==> config.mk <==
export PLATFORM = sky130hd
export DESIGN_NAME = rpcap_regs
export DESIGN_NICKNAME = d
export VERILOG_FILES = /design/src/include/rpcap_pkg.sv /design/src/rtl/rpcap_regs.sv
export SDC_FILE = /design/constraint.sdc
export NUM_CORES = 1
export LEC_CHECK = 0
export BUFFER_PORTS_ARGS = -buffer_cell sky130_fd_sc_hd__buf_2
export CAP_MARGIN = 5
export CORE_MARGIN = 2
export CORE_UTILIZATION = 30
export CTS_CLUSTER_SIZE = 20
export DETAILED_ROUTE_END_ITERATION = 10
export PLACE_DENSITY = 0.59
export SLEW_MARGIN = 20
export SYNTH_ARGS = -nofsm -noshare
export SYNTH_HDL_FRONTEND = slang
export SYNTH_SLANG_ARGS = --single-unit
==> constraint.sdc <==
create_clock -name clk_i -period 7.9 [get_ports clk_i]
set_clock_uncertainty 0.2 [all_clocks]
set_input_delay 1.58 -clock clk_i [delete_from_list [all_inputs] [get_ports clk_i]]
set_output_delay 1.58 -clock clk_i [all_outputs]
set_load 0.03 [all_outputs]
==> src/include/rpcap_pkg.sv <==
// Package for the root port capability and control register bank.
// Holds the register offsets, field positions, reset values and fixed decodes.
// Assumes byte offsets in configuration space with dword-aligned accesses.
package rpcap_pkg;
    // Byte offsets of the registers in configuration space
    localparam logic [7:0] RPCAP_ROOT_CAP_OFS = 8'hae;
    localparam logic [7:0] RPCAP_ROOT_STS_OFS = 8'hb0;
    localparam logic [7:0] RPCAP_DEVICE_CAPABILITIES_TWO_OFS = 8'hb4;
    localparam logic [7:0] RPCAP_DEVCTL2_OFS = 8'hb8;
    localparam logic [7:0] RPCAP_LNKCTL2_OFS = 8'hc0;
    localparam logic [7:0] RPCAP_LINK_STATUS_TWO_OFS = 8'hc2;
    localparam logic [7:0] RPCAP_POWER_MGMT_CAPABILITY_OFS = 8'he0;
    localparam logic [7:0] RPCAP_DMI_POWER_MGMT_CTRL_STATUS_OFS = 8'he4;
    localparam logic [7:0] RPCAP_FINE_OFS = 8'he8;

    // Root status fields
    localparam int RPCAP_PME_STS_BIT = 16;
    localparam int RPCAP_PME_PEND_BIT = 17;

    // Fixed read-only values
    localparam logic [15:0] RPCAP_ROOT_CAP_VAL = 16'h0001;
    localparam logic [31:0] RPCAP_DEVICE_CAPABILITIES_TWO_VAL = 32'h0000_003e;
    localparam logic [31:0] RPCAP_POWER_MGMT_CAPABILITY_VAL = 32'hc803_0001;

    // Device control 2 fields
    localparam int RPCAP_CTO_DIS_BIT = 4;
    localparam int RPCAP_ARI_EN_BIT = 5;

    // Link control 2 fields
    localparam int RPCAP_SEL_DEEMPH_BIT = 6;
    localparam int RPCAP_AUTO_DIS_BIT = 5;
    localparam int RPCAP_ENTER_COMP_BIT = 4;
    localparam int RPCAP_MARGIN_LSB = 7;
    localparam int RPCAP_MOD_COMP_BIT = 10;
    localparam int RPCAP_COMP_SOS_BIT = 11;
    localparam int RPCAP_COMP_DEEMPH_BIT = 12;

    // Link speed encodings
    localparam logic [3:0] RPCAP_SPEED_GEN1 = 4'h1;
    localparam logic [3:0] RPCAP_SPEED_GEN2 = 4'h2;
    localparam logic [3:0] RPCAP_TSPEED_RST = 4'h2;

    // Power states
    localparam logic [1:0] RPCAP_PSTATE_D0 = 2'h0;
    localparam logic [1:0] RPCAP_PSTATE_D3 = 2'h3;

    // Completion time-out encodings
    localparam logic [3:0] RPCAP_CTO_10_50MS = 4'h0;
    localparam logic [3:0] RPCAP_CTO_RSV1 = 4'h1;
    localparam logic [3:0] RPCAP_CTO_RSV2 = 4'h2;
    localparam logic [3:0] RPCAP_CTO_16_55MS = 4'h5;
    localparam logic [3:0] RPCAP_CTO_65_210MS = 4'h6;
    localparam logic [3:0] RPCAP_CTO_260_900MS = 4'h9;
    localparam logic [3:0] RPCAP_CTO_1_3S = 4'ha;
    localparam logic [3:0] RPCAP_CTO_4_13S = 4'hd;
    localparam logic [3:0] RPCAP_CTO_17_64S = 4'he;

    // Time-out values in ms chosen inside each range; fixed except 17-64 s, which is a base plus fine steps
    localparam logic [15:0] RPCAP_CTO_A_MS = 16'd30;
    localparam logic [15:0] RPCAP_CTO_B_MS = 16'd40;
    localparam logic [15:0] RPCAP_CTO_C_MS = 16'd130;
    localparam logic [15:0] RPCAP_CTO_D_MS = 16'd500;
    localparam logic [15:0] RPCAP_CTO_E_MS = 16'd2000;
    localparam logic [15:0] RPCAP_CTO_F_MS = 16'd8000;
    localparam logic [15:0] RPCAP_CTO_G_BASE_MS = 16'd17000;
    localparam logic [15:0] RPCAP_CTO_G_STEP_MS = 16'd184;
endpackage

==> src/rtl/rpcap_regs.sv <==
// Root port capability, root status, control 2 and power-management registers.
// Assumes a single-cycle configuration access port on the core clock, a hard
// reset and a separate power-good reset that alone re-initialises sticky bits.
`timescale 1ns/1ns
`default_nettype none

module rpcap_regs
    import rpcap_pkg::*;
#(
    parameter bit IS_DMI = 1'b0,
    parameter logic [3:0] MAX_SPEED = RPCAP_SPEED_GEN2,
    parameter logic [3:0] TSPEED_RESET = RPCAP_TSPEED_RST
) (
    input wire logic clk_i,
    input wire logic reset_i,
    input wire logic pwrgood_reset_i,
    input wire logic clk_en_i,
    input wire logic cfg_wr_i,
    input wire logic cfg_rd_i,
    input wire logic [7:0] cfg_addr_i,
    input wire logic [3:0] cfg_be_i,
    input wire logic [31:0] cfg_wdata_i,
    output logic [31:0] cfg_rdata_o,
    output logic cfg_rvalid_o,
    input wire logic pme_link_i,
    input wire logic [15:0] pme_link_reqid_i,
    input wire logic pme_internal_i,
    input wire logic [7:0] port_bus_number_i,
    input wire logic [4:0] port_device_number_i,
    input wire logic link_gen2_i,
    input wire logic link_deemph_3p5_i,
    output logic ari_enable_o,
    output logic cto_disable_o,
    output logic [3:0] cto_range_o,
    output logic [15:0] cto_timeout_ms_o,
    output logic compliance_deemph_3p5_o,
    output logic compliance_sos_o,
    output logic enter_mod_compliance_o,
    output logic [2:0] transmit_margin_o,
    output logic upstream_deemph_3p5_o,
    output logic autonomous_speed_disable_o,
    output logic enter_compliance_o,
    output logic [3:0] target_speed_o,
    output logic [1:0] power_state_o
);

    if (MAX_SPEED != RPCAP_SPEED_GEN1 && MAX_SPEED != RPCAP_SPEED_GEN2) begin : g_bad_speed
        $error("MAX_SPEED must be Gen1 or Gen2");
    end
    if (TSPEED_RESET > MAX_SPEED || TSPEED_RESET == 4'h0) begin : g_bad_tspeed
        $error("TSPEED_RESET must be a supported speed");
    end

    function automatic logic [31:0] merge_be(input logic [31:0] old_v,
                                             input logic [31:0] new_v,
                                             input logic [3:0] be);
        logic [31:0] r;
        r = old_v;
        for (int i = 0; i < 4; i++) begin
            if (be[i]) begin
                r[i*8 +: 8] = new_v[i*8 +: 8];
            end
        end
        return r;
    endfunction

    function automatic logic dword_hit(input logic [7:0] addr, input logic [7:0] ofs);
        return addr[7:2] == ofs[7:2];
    endfunction

    // Hard-reset state
    logic pme_sts_q, pme_sts_d;
    logic pme_pend_q, pme_pend_d;
    logic [15:0] pme_reqid_q, pme_reqid_d;
    logic [15:0] pend_id_q, pend_id_d;
    logic ari_q, cto_dis_q, auto_dis_q, sel_deemph_q, sel_locked_q;
    logic [3:0] cto_val_q;
    logic [7:0] fine_q;
    logic [1:0] pstate_q;
    logic [31:0] rdata_q;
    logic rvalid_q;
    // Sticky state, kept across hard reset
    logic comp_deemph_q, comp_sos_q, mod_comp_q, enter_comp_q;
    logic [2:0] margin_q;
    logic [3:0] tspeed_q;

    // Access decode
    wire wr_en = cfg_wr_i && clk_en_i;
    wire wr_rsts = wr_en && dword_hit(cfg_addr_i, RPCAP_ROOT_STS_OFS);
    wire wr_dctl = wr_en && dword_hit(cfg_addr_i, RPCAP_DEVCTL2_OFS);
    wire wr_lctl = wr_en && dword_hit(cfg_addr_i, RPCAP_LNKCTL2_OFS);
    wire wr_dmi_power_mgmt_ctrl_status = wr_en && dword_hit(cfg_addr_i, RPCAP_DMI_POWER_MGMT_CTRL_STATUS_OFS);
    wire wr_fine = wr_en && dword_hit(cfg_addr_i, RPCAP_FINE_OFS);

    // PME event capture
    wire pme_evt = pme_link_i || pme_internal_i;
    wire [15:0] own_id = {port_bus_number_i, port_device_number_i, 3'h0};
    wire [15:0] evt_id = pme_link_i ? pme_link_reqid_i : own_id;
    wire pme_clear = wr_rsts && cfg_be_i[2] && cfg_wdata_i[RPCAP_PME_STS_BIT];

    always_comb begin
        pme_sts_d = pme_sts_q;
        pme_pend_d = pme_pend_q;
        pme_reqid_d = pme_reqid_q;
        pend_id_d = pend_id_q;
        if (pme_clear && pme_pend_q) begin
            // Queued PME is delivered in the clearing cycle itself
            pme_sts_d = 1'b1;
            pme_reqid_d = pend_id_q;
            pme_pend_d = 1'b0;
        end else if (pme_clear) begin
            pme_sts_d = 1'b0;
        end
        if (pme_evt) begin
            if (!pme_sts_d) begin
                pme_sts_d = 1'b1;
                pme_reqid_d = evt_id;
            end else begin
                // One-deep queue: a later PME replaces the queued one
                pme_pend_d = 1'b1;
                pend_id_d = evt_id;
            end
        end
    end

    // Write data per register
    wire [31:0] dctl_w = merge_be({16'h0, 10'h0, ari_q, cto_dis_q, cto_val_q},
                                  cfg_wdata_i, cfg_be_i);
    wire [31:0] lctl_old = {16'h0, 3'h0, comp_deemph_q, comp_sos_q, mod_comp_q, margin_q,
                            sel_deemph_q, auto_dis_q, enter_comp_q, tspeed_q};
    wire [31:0] lctl_w = merge_be(lctl_old, cfg_wdata_i, cfg_be_i);
    wire [1:0] pstate_w = cfg_wdata_i[1:0];
    wire pstate_ok = cfg_be_i[0] && (pstate_w == RPCAP_PSTATE_D0 || pstate_w == RPCAP_PSTATE_D3);

    always_ff @(posedge clk_i or posedge reset_i) begin
        if (reset_i) begin
            pme_sts_q <= 1'b0;
            pme_pend_q <= 1'b0;
            pme_reqid_q <= 16'h0000;
            pend_id_q <= 16'h0000;
        end else if (clk_en_i) begin
            pme_sts_q <= pme_sts_d;
            pme_pend_q <= pme_pend_d;
            pme_reqid_q <= pme_reqid_d;
            pend_id_q <= pend_id_d;
        end
    end

    always_ff @(posedge clk_i or posedge reset_i) begin
        if (reset_i) begin
            ari_q <= 1'b0;
            cto_dis_q <= 1'b0;
            cto_val_q <= RPCAP_CTO_10_50MS;
        end else if (wr_dctl) begin
            ari_q <= dctl_w[RPCAP_ARI_EN_BIT];
            cto_dis_q <= dctl_w[RPCAP_CTO_DIS_BIT];
            cto_val_q <= dctl_w[3:0];
        end
    end

    always_ff @(posedge clk_i or posedge reset_i) begin
        if (reset_i) begin
            auto_dis_q <= 1'b0;
            sel_deemph_q <= 1'b0;
            sel_locked_q <= 1'b0;
        end else if (wr_lctl) begin
            auto_dis_q <= lctl_w[RPCAP_AUTO_DIS_BIT];
            if (!sel_locked_q && cfg_be_i[0]) begin
                sel_deemph_q <= lctl_w[RPCAP_SEL_DEEMPH_BIT];
                sel_locked_q <= 1'b1;
            end
        end
    end

    // Sticky bits survive hard reset; only power-good re-initialises them
    always_ff @(posedge clk_i or posedge pwrgood_reset_i) begin
        if (pwrgood_reset_i) begin
            comp_deemph_q <= 1'b0;
            comp_sos_q <= 1'b0;
            mod_comp_q <= 1'b0;
            margin_q <= 3'h0;
            enter_comp_q <= 1'b0;
            tspeed_q <= TSPEED_RESET;
        end else if (wr_lctl) begin
            comp_deemph_q <= lctl_w[RPCAP_COMP_DEEMPH_BIT];
            comp_sos_q <= lctl_w[RPCAP_COMP_SOS_BIT];
            mod_comp_q <= lctl_w[RPCAP_MOD_COMP_BIT];
            margin_q <= lctl_w[RPCAP_MARGIN_LSB +: 3];
            enter_comp_q <= lctl_w[RPCAP_ENTER_COMP_BIT];
            tspeed_q <= lctl_w[3:0];
        end
    end

    always_ff @(posedge clk_i or posedge reset_i) begin
        if (reset_i) begin
            fine_q <= 8'h00;
            pstate_q <= RPCAP_PSTATE_D0;
        end else begin
            if (wr_fine && cfg_be_i[0]) begin
                fine_q <= cfg_wdata_i[7:0];
            end
            if (wr_dmi_power_mgmt_ctrl_status && pstate_ok) begin
                pstate_q <= pstate_w;
            end
        end
    end

    // Completion time-out decode
    function automatic logic [3:0] cto_alias(input logic [3:0] v);
        logic [3:0] r;
        r = v;
        if (v == RPCAP_CTO_RSV1 || v == RPCAP_CTO_RSV2) begin
            r = RPCAP_CTO_10_50MS;
        end
        return r;
    endfunction

    function automatic logic [15:0] cto_ms(input logic [3:0] v, input logic [7:0] fine);
        logic [15:0] r;
        unique case (v)
            RPCAP_CTO_16_55MS: r = RPCAP_CTO_B_MS;
            RPCAP_CTO_65_210MS: r = RPCAP_CTO_C_MS;
            RPCAP_CTO_260_900MS: r = RPCAP_CTO_D_MS;
            RPCAP_CTO_1_3S: r = RPCAP_CTO_E_MS;
            RPCAP_CTO_4_13S: r = RPCAP_CTO_F_MS;
            RPCAP_CTO_17_64S: r = 16'(RPCAP_CTO_G_BASE_MS + 16'(fine) * RPCAP_CTO_G_STEP_MS);
            default: r = RPCAP_CTO_A_MS;
        endcase
        return r;
    endfunction

    wire [3:0] cto_eff = cto_alias(cto_val_q);
    wire [3:0] tspeed_eff = (tspeed_q == RPCAP_SPEED_GEN1 || tspeed_q == MAX_SPEED)
                            ? tspeed_q : RPCAP_SPEED_GEN1;
    wire lnksts_bit0 = link_gen2_i && link_deemph_3p5_i;

    // Read data assembly
    wire [31:0] rsts_word = {14'h0, pme_pend_q, pme_sts_q, pme_reqid_q};
    wire [31:0] rcap_word = {RPCAP_ROOT_CAP_VAL, 16'h0000};
    wire [31:0] dctl_word = {16'h0, 10'h0, ari_q, cto_dis_q, cto_val_q};
    wire [31:0] lnk_word = {15'h0, lnksts_bit0, lctl_old[15:0]};
    wire [31:0] power_mgmt_capability_word = IS_DMI ? 32'h0 : RPCAP_POWER_MGMT_CAPABILITY_VAL;
    wire [31:0] dmi_power_mgmt_ctrl_status_word = {30'h0, pstate_q};
    wire [31:0] fine_word = {24'h0, fine_q};
    wire [31:0] rd_word =
        dword_hit(cfg_addr_i, RPCAP_ROOT_CAP_OFS) ? rcap_word :
        dword_hit(cfg_addr_i, RPCAP_ROOT_STS_OFS) ? rsts_word :
        dword_hit(cfg_addr_i, RPCAP_DEVICE_CAPABILITIES_TWO_OFS) ? RPCAP_DEVICE_CAPABILITIES_TWO_VAL :
        dword_hit(cfg_addr_i, RPCAP_DEVCTL2_OFS) ? dctl_word :
        dword_hit(cfg_addr_i, RPCAP_LNKCTL2_OFS) ? lnk_word :
        dword_hit(cfg_addr_i, RPCAP_POWER_MGMT_CAPABILITY_OFS) ? power_mgmt_capability_word :
        dword_hit(cfg_addr_i, RPCAP_DMI_POWER_MGMT_CTRL_STATUS_OFS) ? dmi_power_mgmt_ctrl_status_word :
        dword_hit(cfg_addr_i, RPCAP_FINE_OFS) ? fine_word : 32'h0;

    always_ff @(posedge clk_i or posedge reset_i) begin
        if (reset_i) begin
            rdata_q <= 32'h0;
            rvalid_q <= 1'b0;
        end else if (clk_en_i) begin
            rvalid_q <= cfg_rd_i;
            if (cfg_rd_i) begin
                rdata_q <= rd_word;
            end
        end
    end

    assign cfg_rdata_o = rdata_q;
    assign cfg_rvalid_o = rvalid_q;
    assign ari_enable_o = ari_q;
    assign cto_disable_o = cto_dis_q;
    assign cto_range_o = cto_eff;
    assign cto_timeout_ms_o = cto_ms(cto_eff, fine_q);
    assign compliance_deemph_3p5_o = comp_deemph_q;
    assign compliance_sos_o = comp_sos_q;
    assign enter_mod_compliance_o = mod_comp_q;
    assign transmit_margin_o = margin_q;
    assign upstream_deemph_3p5_o = link_gen2_i && sel_deemph_q;
    assign autonomous_speed_disable_o = auto_dis_q;
    assign enter_compliance_o = enter_comp_q;
    assign target_speed_o = tspeed_eff;
    assign power_state_o = pstate_q;
endmodule // rpcap_regs

`default_nettype wire

Yosys cells after proc, flatten, opt, wreduce, memory -nomap -nowiden
Cells that the tools add are included.

storage, ports and cells
  bits in registers = 97
  output and inout bits = 70
  logic and storage cells = 91

operators by class
  add/subtract/negate cells = 1
  multipliers = 1
  eq/ne operators = 19
  muxes and demuxes = 21
  reductions and logical operators = 28

operator list
  cell                                               count
  2-to-1 mux 32 bit                                  6
  one-hot mux 16 bit (6 select lines)                1
  2-to-1 mux 16 bit                                  4
  == test 6 bit, second input constant               8
  adder 15 x 16 -> 16 bit, first input constant      1
  == test 4 bit, second input constant               4
  2-to-1 mux 8 bit                                   2
  logical AND 1 bit                                  15
  multiplier 8 x 5 -> 13 bit, second input constant  1
  AND reduction 2 bit                                5
  == test 4 x 1 -> 1 bit, second input constant      2
  == test 4 x 2 -> 1 bit, second input constant      2
  == test 4 x 3 -> 1 bit, second input constant      2
  2-to-1 mux 4 bit                                   2
  2-to-1 mux 1 bit                                   6
  AND reduction 3 bit                                2
  logical OR 1 bit                                   4
  == test 2 bit, second input constant               1
  logical NOT 2 bit                                  1
  logical NOT 1 bit                                  1

Logic depth before layout (Yosys ltp)
  depth in word-level cells = 9
  depth in mapped cells = 14
  depth with buffers taken out = 14

Least setup slack after synthesis
OpenSTA, ideal clock, no wires.

  kind = register to output
  start point = reg fine_q[2]
  end point = out cto_timeout_ms_o[15]
  arrival = 3.893 ns
  required time = 6.120 ns
  path slack = 2.227 ns
  stages on the path, launching flop included = 15
  buffers on the path = 1
  cells stage by stage = dfrtp_1 -> ha_1 -> fa_1 -> inv_1 -> fa_1 -> inv_1 -> ha_1 -> buf_2 -> a21oi_1 -> o21ai_1 -> a31oi_1 -> xor2_2 -> nor4_1 -> or3_1 -> a21oi_1

between the ends
  cells in the longest elaborated chain, start to end = 3

RTL lines
  element                              line               source
  from (decl)                          rpcap_regs.sv:78   logic [7:0] fine_q;
  from (signal assigned)               rpcap_regs.sv:200  fine_q <= cfg_wdata_i[7:0];
  multiplier 8 x 5 -> 13 bit           rpcap_regs.sv:226  RPCAP_CTO_17_64S: r = 16'(RPCAP_CTO_G_BASE_MS + 16'(fine) * RPCAP_CTO_G_STEP_MS);
  adder 15 x 16 -> 16 bit              rpcap_regs.sv:226
  one-hot mux 16 bit (6 select lines)  rpcap_regs.sv:220  unique case (v)
  to (decl)                            rpcap_regs.sv:35   output logic [15:0] cto_timeout_ms_o,

Every way passes these cells.

Worst setup path in the final report
Ends and elaborated chain as after synthesis.

==> results_dict.tcl <==
set metrics [dict create \
    outcome "complete, no violations" \
    hpwl_mm 10.8 \
    grt_max_degree 74 \
    internal_power_uw 954 \
    initial_utilization_pct 30.8 \
    gr-total-overflow 0 \
    drt-total-wl_mm 14.0 \
    synth_edf_count 0 \
    critPathCaptureType "output pin" \
    p_seq_share_pct 32.9 \
    grt_pass1_vias 4041 \
    synth_cell_types 64 \
    drtAntennaViolNets 0 \
    p_sw_uw 572 \
    required_ns 6.12 \
    syn_area_sq_mm 0.00535 \
    coreArea_sq_mm 0.0174 \
    synth-async-reset-ratio_pct 100 \
    h-tree-depth 3 \
    chipHeight_um 138 \
    slew_headroom_pct 36.6 \
    clk_latency_ns 0.33 \
    netlist_top_cells_area "dfrtp_1 39%, mux2_2 6.7%, ha_1 6.3%" \
    drt-initial-drc-count 221 \
    vdd_drop_max_v 0.000119 \
    yosys.area.top_type "dfrtp_1" \
    wl_per_cell_um 15.4 \
    drive_above_1_share_pct 27.7 \
    leakage_uw 0.00311 \
    viasPerCell 4.86 \
    portBuffers 117 \
    setup_viol 0 \
    grtUsageTotal_pct 14.8 \
    drcViolationCount 0 \
    place_congestion 0.800 \
    synth_area_per_cell_sq_um 9.29 \
    grt_pass1_wl_mm 21.7 \
    ctsHoldBuffers 0 \
    area_growth_pct 18.5 \
    vias 4415 \
    io_pins 153 \
    cts_made_buffers 9 \
    fillers 1803 \
    power_density_mw_per_mm2 241 \
    swShare_pct 37.5 \
    setup_tns_ns 0 \
    maxCapViolCount 0 \
    worst_pin_slew_ns 0.950 \
    combPwrFrac_pct 41.3 \
    fp.dieArea_sq_mm 0.0189 \
    root_buffer "clkbuf_16" \
    ys.flop_type "dfrtp_1" \
    cp_max_fo 7 \
    fmax_mhz 164 \
    dieWidth_um 138 \
    hp-class "reg2reg" \
    critPathArrivalTime_ns 4.32 \
    yosysWarningCount 0 \
    clockBufferDepth 2 \
    cts_tree "built" \
    ys_seq_area_share_pct 39.3 \
    post-route-period-util_pct 77.2 \
    p_clk_share_pct 25.8 \
    start_kind "register" \
    rsz0062_at_grt "no" \
    synth_seq_cells 84 \
    dp_cells 892 \
    post_cts_buffers 0 \
    fin_cells 909 \
    worst_setup_hold_path_clk_slew_ns 0.06 \
    synth_top_area_share_pct 38.8 \
    slew_violations 0 \
    netlist_instances 576 \
    critPathKind "reg2out" \
    post_cts_resized 0 \
    first_pass_iters 4 \
    rows 48 \
    fin_crit_ns 6.10 \
    finalHoldViolations 0 \
    clkSinkCount 84 \
    antenna_found_initial 1 \
    nets 798 \
]
[critical path: stages (launching register included)]
cell and delay [ns]:
dfrtp_1 0.46, ha_1 0.34, fa_1 0.50, inv_1 0.05, fa_1 0.49, inv_1 0.04, ha_1 0.41, o211ai_1 0.16
o21ai_1 0.22, xor2_1 0.29, o21ai_1 0.20, nor4_1 0.33, o21ai_0 0.12, a21oi_1 0.14, buf_2 0.22
[worst paths after layout]
check	from	endpoint	slack, ns	cells past startpoint
min in group asynchronous	pwrgood_reset_i	enter_compliance_o	1.07	2
worst min-delay path	pend_id_q[13]	pend_id_q[13]	0.27	2
worst min register to register	pend_id_q[13]	pend_id_q[13]	0.27	2
worst max register to register	pme_pend_q	pme_reqid_q[8]	5.70	4
max in group asynchronous	reset_i	cfg_rdata_o[3]	5.56	3
worst max-delay path	fine_q[2]	cto_timeout_ms_o[15]	1.80	14
[synth_stat cells, types with 3 or more instances]
cell type	number
o31ai_1	5
and2_1	8
or2_2	4
and3_1	3
mux2_2	32
nor2_1	49
a221oi_1	5
nor3_1	7
o211ai_1	4
nor4_1	3
nor2b_1	6
a31oi_1	4
a22o_1	3
o21ai_0	27
xor2_1	9
nand2b_1	5
dfrtp_1	83
mux2i_1	3
nor3b_1	3
o22ai_1	21
fa_1	10
clkbuf_1	17
a221o_1	6
o21a_1	3
o21ai_1	3
buf_4	17
a21oi_1	40
nand3_1	6
ha_1	27
nand2_1	78
inv_1	33
buf_2	7
xnor2_1	7
or3_1	3
[cell type report]
type	count	area, sq um	share of cell area (%)
sequential	84	2100	33.2
tap	225	282	4.44
timing repair buffer	120	608	9.59
clock inverter	5	36.3	0.572
inverter	33	124	1.95
antenna	2	5.00	0.0789
clock buffer	10	239	3.77
multi-input combinational	430	2950	46.4
[registers in the layout (all words and copies together), names as in the netlist]
register	cells
ari_enable_o	1
autonomous_speed_disable_o	1
cfg_rdata_o	19
cfg_rvalid_o	1
compliance_deemph_3p5_o	1
compliance_sos_o	1
cto_disable_o	1
cto_val_q	4
enter_compliance_o	1
enter_mod_compliance_o	1
fine_q	8
pend_id_q	16
pme_pend_q	1
pme_reqid_q	16
pme_sts_q	1
power_state_o	2
sel_deemph_q	1
sel_locked_q	1
transmit_margin_o	3
tspeed_q	4
[routing by layer]
metal | routed length, um | up-vias | share of wire, % | GRT usage [%]
met5 | 0 | - | 0 | 0
met2 | 6630 | 87 | 47 | 22.7
met3 | 558 | 4 | 4.0 | 2.83
li1 | - | 2200 | - | -
met1 | 6730 | 2124 | 48 | 21.6
met4 | 65 | 0 | 0.46 | 3.09
[power by group through the flow]
stage / Combinational, uW / Clock [uW] / Sequential (uW)
after floorplan: 513 / 0 / 508
after global placement: 625 / 0 / 509
after detailed placement: 632 / 0 / 510
after CTS: 637 / 402 / 502
after global routing: 711 / 419 / 507
final: 631 / 393 / 502
[placed cells by master, fill, tap and decap left out, drive strengths merged, types with 5 or more instances in the layout]
master / n
a21oi: 42
a221o: 6
a221oi: 6
and2: 8
buf: 120
clkbuf: 10
conb: 14
dfrtp: 83
fa: 10
ha: 27
inv: 34
mux2: 32
nand2: 78
nand2b: 5
nand3: 7
nor2: 49
nor2b: 6
nor3: 8
o21ai: 30
o22ai: 21
o31ai: 5
or2: 5
xnor2: 7
xor2: 11
[logic make-up after synthesis]
kind of cell / after synthesis / share of synthesized area, %
AOI/OAI and AO/OA: 141 / 17.4
and+or+nand+nor: 185 / 16.1
other: 1 / 0.0701
muxes: 35 / 7.29
buffers and inverters: 75 / 6.62
adders and majority gates: 37 / 10.1
xor gates and xnor gates: 18 / 3.23
DFF: 84 / 39.3
[stage by stage]
| step | total power [uW] | hold slack [ns] | util [%] | instance area (sq um) | worst slack (ns) |
|---|---|---|---|---|---|
| finish | 1530 | 0.272 | 36.5 | 6340 | 1.80 |
| global route | 1640 | 0.297 | 36.5 | 6340 | 1.42 |
| CTS | 1540 | 0.279 | 36.5 | 6340 | 1.74 |
| detailed placement | 1140 | 0.263 | 34.9 | 6060 | 2.12 |
| global placement | 1130 | 0.253 | 34.9 | 6060 | 2.12 |
| floorplan | 1020 | 0.241 | - | 5400 | 2.23 |
Power figures use the tool's default switching activity.
